--- src/include/door_override_pkg.sv ---
// Constants and types for the door override controller
package door_override_pkg;

  // Frame timebase at 50 MHz: one video frame of 1/30 s, as a parameter
  localparam int unsigned CLOCK_HZ          = 50000000;
  localparam int unsigned FRAME_RATE_HZ     = 30;
  localparam int unsigned FRAME_CYCLES      = CLOCK_HZ / FRAME_RATE_HZ;
  // Door loop repeats every ten frames
  localparam int unsigned POLL_FRAMES       = 10;
  // Reset value of the door drive (closed)
  localparam logic        DOOR_RESET_VALUE  = 1'b0;

  // How the door output was decided on the last poll
  typedef enum logic [1:0] {
    MODE_AUTO,
    MODE_OPEN,
    MODE_CLOSE
  } door_mode_t;

endpackage

--- src/door_override_controller.sv ---
// Door override controller: operator switch and script permission flag
//
// Overview of operation
// - Manual-open asserted drives door output on, ignoring the permission flag.
// - Manual-close alone drives door output off, ignoring the permission flag.
// - Neither manual input asserted means automatic mode.
// - In automatic mode the door output copies the permission flag.
// - Flag changes under manual request are accepted but do not move the door.
// - Inputs sampled and door output updated once every ten frames.
// - Opto input changes reach the logic in under one frame.
//
// Timing
// Frame counter wraps every FRAME_CYCLES_P clocks: one video frame.
// Poll counter wraps every POLL_FRAMES_P frames: the poll period.
// All inputs sampled at one edge, so no half-made decision.
// Door, mode and strobe registered together at that edge.
// Strobe high for the one cycle after the update edge.
//
// Inputs
// Switch contacts are asynchronous pins: three-stage synchronisers.
// A contact change is seen four to five clocks after it lands.
// Permission flag comes from same-clock logic: sampled directly.
// Flag may toggle freely; only its value at the poll edge counts.
//
// Outputs
// Door drive: one opens the doors, zero closes them.
// Mode: which branch decided the last update.
// Strobe: marks the cycle after each update.
//
// Decision order
// Open contact checked first, so a shorted switch opens the door.
// Close contact checked second; flag ignored under either contact.
// Automatic mode has no pin of its own: both contacts released.
//
// Reset
// Door held closed and mode automatic while reset is low.
// Counters restart at zero; first update one full period later.
// Synchronisers clear to released, so no false contact after reset.
//
// Hazards
// Door only moves on a poll edge, so contact bounce shorter than
// the agreement window never reaches the door drive.
// Between polls the door holds its last decision, whatever the flag.
// A contact change just before a poll may wait one more period.
// Timing parameters below the checked minimum are refused.
`timescale 1ns/100ps
module door_override_controller
  import door_override_pkg::*;
#(
  parameter int unsigned FRAME_CYCLES_P = FRAME_CYCLES,
  parameter int unsigned POLL_FRAMES_P  = POLL_FRAMES
)
(
  input  wire logic       clock_i,
  input  wire logic       rst_n_i,
  input  wire logic       manual_open_request_i,
  input  wire logic       manual_close_request_i,
  input  wire logic       script_door_permission_i,
  output logic            door_drive_out_o,
  output door_mode_t      door_mode_o,
  output logic            poll_strobe_o
);

  localparam int unsigned CYC_W = $clog2(FRAME_CYCLES_P + 1);
  localparam int unsigned FRM_W = $clog2(POLL_FRAMES_P + 1);

  // Refuse a frame too short for the synchroniser delay
  if (FRAME_CYCLES_P < 4)
  begin : g_bad_frame
    $error("door_override_controller: frame length too short");
  end

  // Refuse a poll period of no frames
  if (POLL_FRAMES_P < 1)
  begin : g_bad_poll
    $error("door_override_controller: poll period too short");
  end

  typedef struct packed {
    logic [CYC_W-1:0] cycle_cnt;
    logic [FRM_W-1:0] frame_cnt;
    logic             door;
    door_mode_t       mode;
    logic             strobe;
  } ctrl_state_t;

  ctrl_state_t state_q;
  ctrl_state_t state_d;
  logic        open_req;
  logic        close_req;
  logic        frame_end;
  logic        poll_now;
  logic [1:0]  pin_raw;
  logic [1:0]  req_lvl;

  // Advance the frame and poll counters; wrap each at its limit
  function automatic ctrl_state_t count_step(
    input ctrl_state_t cur,
    input logic        at_frame_end,
    input logic        at_poll
  );
    ctrl_state_t nxt;
    nxt = cur;
    if (at_frame_end)
    begin
      nxt.cycle_cnt = '0;
      if (at_poll)
      begin
        nxt.frame_cnt = '0;
      end
      else
      begin
        nxt.frame_cnt = cur.frame_cnt + FRM_W'(1);
      end
    end
    else
    begin
      nxt.cycle_cnt = cur.cycle_cnt + CYC_W'(1);
    end
    return nxt;
  endfunction

  // Poll decision: open first, then close, then the permission flag
  function automatic ctrl_state_t apply_poll(
    input ctrl_state_t cur,
    input logic        open_in,
    input logic        close_in,
    input logic        flag_in
  );
    ctrl_state_t nxt;
    nxt        = cur;
    nxt.strobe = 1'b1;
    if (open_in)
    begin
      nxt.door = 1'b1;
      nxt.mode = MODE_OPEN;
    end
    else if (close_in)
    begin
      nxt.door = 1'b0;
      nxt.mode = MODE_CLOSE;
    end
    else
    begin
      nxt.door = flag_in;
      nxt.mode = MODE_AUTO;
    end
    return nxt;
  endfunction

  // Bit 0 open contact, bit 1 close contact
  assign pin_raw = {manual_close_request_i, manual_open_request_i};

  // Opto inputs settle in five cycles, far under a frame
  for (genvar gi = 0; gi < 2; gi++)
  begin : g_sync
    input_sync u_sync (
      .clock_i (clock_i),
      .rst_n_i (rst_n_i),
      .pin_i   (pin_raw[gi]),
      .level_o (req_lvl[gi])
    );
  end

  assign open_req  = req_lvl[0];
  assign close_req = req_lvl[1];

  // Frame and poll period tick
  assign frame_end = (state_q.cycle_cnt == CYC_W'(FRAME_CYCLES_P - 1));
  assign poll_now  = frame_end
                   && (state_q.frame_cnt == FRM_W'(POLL_FRAMES_P - 1));

  // Poll loop: evaluate open, then close, then the permission flag
  always_comb
  begin
    state_d        = count_step(state_q, frame_end, poll_now);
    state_d.strobe = 1'b0;
    if (poll_now)
    begin
      state_d = apply_poll(state_d, open_req, close_req,
                           script_door_permission_i);
    end
  end

  always_ff @(posedge clock_i or negedge rst_n_i)
  begin
    if (!rst_n_i)
    begin
      state_q.cycle_cnt <= '0;
      state_q.frame_cnt <= '0;
      state_q.door      <= DOOR_RESET_VALUE;
      state_q.mode      <= MODE_AUTO;
      state_q.strobe    <= 1'b0;
    end
    else
    begin
      state_q <= state_d;
    end
  end

  assign door_drive_out_o = state_q.door;
  assign door_mode_o      = state_q.mode;
  assign poll_strobe_o    = state_q.strobe;

endmodule

--- src/input_sync.sv ---
// Three-stage synchroniser for an opto-isolated input
`timescale 1ns/100ps
module input_sync
  import door_override_pkg::*;
(
  input  wire logic clock_i,
  input  wire logic rst_n_i,
  input  wire logic pin_i,
  output logic      level_o
);

  typedef struct packed {
    logic s1;
    logic s2;
    logic s3;
    logic level;
  } sync_state_t;

  sync_state_t state_q;
  sync_state_t state_d;

  // Shift in; accept a change once stages two and three agree
  always_comb
  begin
    state_d       = state_q;
    state_d.s1    = pin_i;
    state_d.s2    = state_q.s1;
    state_d.s3    = state_q.s2;
    if (state_q.s2 == state_q.s3)
    begin
      state_d.level = state_q.s3;
    end
  end

  always_ff @(posedge clock_i or negedge rst_n_i)
  begin
    if (!rst_n_i)
    begin
      state_q <= '0;
    end
    else
    begin
      state_q <= state_d;
    end
  end

  assign level_o = state_q.level;

endmodule

--- config.mk ---
export PLATFORM = sky130hd
export DESIGN_NAME = door_override_controller
export DESIGN_NICKNAME = d
export VERILOG_FILES = /design/src/include/door_override_pkg.sv /design/src/door_override_controller.sv /design/src/input_sync.sv
export SDC_FILE = /design/constraint.sdc
export NUM_CORES = 1
export LEC_CHECK = 0
export BUFFER_PORTS_ARGS = -buffer_cell sky130_fd_sc_hd__buf_2
export CAP_MARGIN = 20
export CORE_ASPECT_RATIO = 0.9
export CORE_MARGIN = 2
export CORE_UTILIZATION = 45
export DETAILED_ROUTE_END_ITERATION = 10
export MAX_ROUTING_LAYER = met4
export PLACE_DENSITY_LB_ADDON = 0.15
export SYNTH_ARGS = -nofsm -noshare
export SYNTH_HDL_FRONTEND = slang
export SYNTH_SLANG_ARGS = --single-unit
export TNS_END_PERCENT = 30
--- constraint.sdc ---
create_clock -name clock_i -period 2.3 [get_ports clock_i]
set_clock_uncertainty 0.2 [all_clocks]
set_input_delay 0.46 -clock clock_i [delete_from_list [all_inputs] [get_ports clock_i]]
set_output_delay 0.46 -clock clock_i [all_outputs]
set_load 0.01 [all_outputs]
Yosys cells after proc, flatten, opt, wreduce, memory -nomap -nowiden
Index checks and enable logic that the tools add are counted.

storage, ports and cells
  bits of input ports = 5
  output and inout port bits = 4
  flip-flop bits (word level) = 37
  logic and storage cells = 26

cells by class
  $add $sub $neg = 2
  reduce and logical (&&, ||, !) cells = 1
  equal/unequal tests = 4
  mux-type cells = 6

operator list
  kind                                                             number
  21-bit by 1-bit adder with 21-bit output, second input constant  1
  21-bit equality test, second input constant                      1
  21-bit two-way mux                                               1
  4-bit two-way mux                                                2
  3-bit two-way mux                                                2
  4-bit by 1-bit adder with 4-bit output, second input constant    1
  4-bit equality test, second input constant                       1
  1-bit equality test                                              2
  1-bit logical AND                                                1
  1-bit two-way mux                                                1

Depth between registers and ports, before layout
  word-level depth = 4
  gate-level depth with buffers = 7
  gate-level depth less buffers = 6

Hierarchy
Synthesis repeated with hierarchy kept, for this count alone.

second synthesis, totals
  cell total of the unflattened synthesis = 151
  area total of the unflattened synthesis = 1695.4 µm²

modules (own cells, without submodules)
  module                    area an instance (µm²)  cells each  instances  sequential area each (µm²)
  door_override_controller  1472.7                  141         1          725.7
  input_sync                111.4                   5           2          100.1

Worst setup path after synthesis
OpenSTA, ideal clock, no wires.

  kind = register to register
  start point = reg state_q[9] in the netlist's numbering
  end point = reg state_q (netlist bit door_mode_o[0])
  stages on the path, launching flop included = 7
  period minus slack after synthesis = 2.125 ns
  required time = 1.975 ns
  buffers on the path = 0
  setup slack = 0.175 ns
  data arrival time = 1.800 ns
  library setup time = 0.125 ns
  path through = dfrtp_1 -> inv_1 -> ha_1 -> nand4b_1 -> or4_4 -> nor3_4 -> mux2_2

on the way
  word-level cells in the longest chain between the ends = 2

RTL lines
  element                 line                             source
  start, declared         door_override_controller.sv:87   ctrl_state_t state_q;
  start signal, assigned  door_override_controller.sv:197  state_q <= state_d;
  21-bit equality test    door_override_controller.sv:169  assign frame_end = (state_q.cycle_cnt == CYC_W'(FRAME_CYCLES_P - 1));
  1-bit logical AND       door_override_controller.sv:171  && (state_q.frame_cnt == FRM_W'(POLL_FRAMES_P - 1));

Every way passes these cells.
A chain may end at the register's enable or synchronous reset.

Final worst setup path
  start point = reg state_q[9] in the netlist's numbering
  end point = reg state_q (netlist bit door_mode_o[1])

The elaborated chain is that of the path after synthesis.

==> impl_metrics.ini <==
[logic_synthesis]
synthesis.area_mm2 = 0.00174
ys_types = 40
synth.avg_cell_area_um2 = 11.0
synth_cells = 158
synthArstFlopShare_pct = 100
synth.most_common_cell = dfrtp_1
netlist_top_cells_count = dfrtp_1 (37), nor2_1 (23), xnor2_1 (13)
yosys_register_bits = 37
synth.top_cell.area_share_pct = 53.3
synth_edf_count = 0
synth_area_leaders = dfrtp_1 (53%), xnor2_1 (6.6%), nor2_1 (5.0%), ha_1 (2.9%), nand3_1 (2.9%)
synth.largest_area_cell = dfrtp_1
ys.flop_type = dfrtp_1
synth_nets = 167
yosysWarnings = 0
seq_area_frac_synth_pct = 53.3

[sta]
rsz0062_at_grt = false
final-hold-violation-count = 0
whs_ns = 0.0496
finalCriticalPeriod_ns = 2.18
setup_violations = 0
finalSetupTns_ns = 0
slew_viol_final = 0
relSlewSlack_pct = 47.3
worstMarginPinSlew_ns = 0.790
fmax_ghz = 0.459
period_share_pct = 94.7

[setup_path]
r2r-start = state_q[9]$_DFF_PN0_
worstPathMaxFanout = 5
crit_type = flop to flop
crit_arrival_ns = 2.15
startpoint = state_q[9]$_DFF_PN0_
crit_required_ns = 2.28
rr_worst_depth = 6
end_kind = flop
start_kind = flop

[die]
io_pins = 9
coreArea_mm2 = 0.00370
die-area_mm2 = 0.00437
die_w_um = 69.5
rows = 21
initial_core_util_pct = 46.9
die_h_um = 62.9

[grt]
grt.busiest_layer = met2
grt_pass1_vias = 1122
grt_use_met2_pct = 23.2
grt-ovfl-total = 0
use_met1_pct = 19.6
grt_pass1_wl_um = 5110
groute.usage.overall_pct = 15.4
antenna_found_initial = 0
grt_use_met3_pct = 4.03
grt_max_degree = 38

[worst_hold_path]
hold_path_class = input pin to asynchronous set/reset pin

[clocking]
cts_max_level = 2
cts_tree = built
clk_latency_ns = 0.29
holdBufCountCts = 0
cts_resized = 0
clkSinkCount = 37
ctsRootBufferMaster = clkbuf_8
cts-buffers-inserted = 5
postCtsSetupBuffers = 0
cts_max_path_buffers = 2
clk_pin_slew_ns = 0.08

[final_layout]
multi_input_area_um2 = 757
synthToLayoutAreaGrowth_pct = 14.6
final_core_util_pct = 53.7
stdcell_count = 223
nFillCells = 330
n_antenna_cell = 0
finalNetCount = 185
ff_latch_area_um2 = 926
layout-drive-gt1-share_pct = 22.6

[drt]
finalWirelength_um = 2950
dr_total_vias = 1164
vias_per_cell = 5.22
drcViolationCount = 0
initialDrtViolationCount = 58
final_antenna_net_count = 0
drt_first_pass_iters = 4
wl_per_cell_um = 13.2

[place]
port_buffers = 8
placedCellCount = 215
hpwl_um = 2070
gp_congestion = 0.826

[run]
maxCapViolCount = 0

[power_and_ir_drop]
power.density_mw_per_mm2 = 629
vdd_drop_max_mv = 0.420
leakage_nw = 0.885

[run_status]
outcome = complete, no violations
[cells in the final DEF, fill, tap and decap left out, types with 2 or more instances in the layout]
cell type  count
a21oi_1        3
and4_1         2
buf_2          8
buf_4          6
clkbuf_8       5
dfrtp_1       37
ha_1           4
inv_1          8
maj3_1         2
mux2_2         4
nand2_1        6
nand3_1       10
nand4_1        5
nor2_1        23
nor3_1         4
nor4_1         7
or2b_2         2
xnor2_1       13
xor2_1         3
[cell type report]
cell class | count | share of cell area [%]
clock buffers | 5 | 3.46
clock inverters | 3 | 2.33
inverters | 8 | 1.51
multi-input cells | 109 | 38.0
flip-flops and latches | 37 | 46.5
well taps | 46 | 2.89
repair buffers | 15 | 5.28
[cell families after synthesis]
| kind of cell | count (synthesis) | synth area share [%] |
|---|---|---|
| xor+xnor | 16 | 8.07 |
| buf+inv | 12 | 3.10 |
| fa+ha+maj | 6 | 4.03 |
| compound gates | 9 | 3.75 |
| simple gates | 73 | 24.6 |
| flops | 37 | 53.3 |
| mux | 5 | 3.17 |
[per-layer routing]
layer / vias up / share of wire, %
met2: 15 / 45
met3: 4 / 3.1
met4: 0 / 1.2
met1: 556 / 51
met5: - / 0
li1: 589 / -
[report_power, final]
part / switching (mW) / internal [mW] / leakage [nW]
Combinational: 0.0149 / 0.00594 / 0.352
Clock: 0.243 / 0.324 / 0.0543
Sequential: 0.00471 / 0.659 / 0.479
Total: 0.262 / 0.989 / 0.885
[path summary, 6_finish.rpt]
path | slack [ns] | endpoint
setup / recovery | 0.12 | door_mode_o[1]$_DFFE_PN0P_
hold / removal | 0.05 | g_sync[0].u_sync.level_o$_DFFE_PN0N_
setup reg to reg | 0.12 | door_mode_o[1]$_DFFE_PN0P_
hold reg to reg | 0.16 | g_sync[1].u_sync.state_d[1]$_DFF_PN0_
max in group asynchronous | 1.34 | state_q[8]$_DFF_PN0_
min in group clock_i | 0.07 | g_sync[1].u_sync.state_d[2]$_DFF_PN0_
[critical path: stages, from the launching register on]
cell	delay, ns
dfrtp_1	0.40
inv_1	0.06
ha_1	0.15
nand4b_1	0.10
or4_4	0.59
nor3_4	0.20
mux2_2	0.36
[registers in the layout, indices dropped and copies added (netlist names)]
signal                 cells
g_sync.u_sync.state_d      4
poll_strobe_o              1
g_sync.u_sync.state_q      2
state_q                   25
g_sync.u_sync.level_o      2
door_drive_out_o           1
door_mode_o                2
[per-stage QoR]
stage          power [mW]  area (um^2)  worst slack, ns
3_3_place_gp        0.698         1880            0.122
2_1_floorplan       0.681         1740            0.175
4_1_cts              1.27         1990           0.0632
6_report             1.25         1990            0.122
3_5_place_dp        0.699         1880           0.0656
5_1_grt              1.30         1990           0.0266
(Power assumes the default switching activity.)
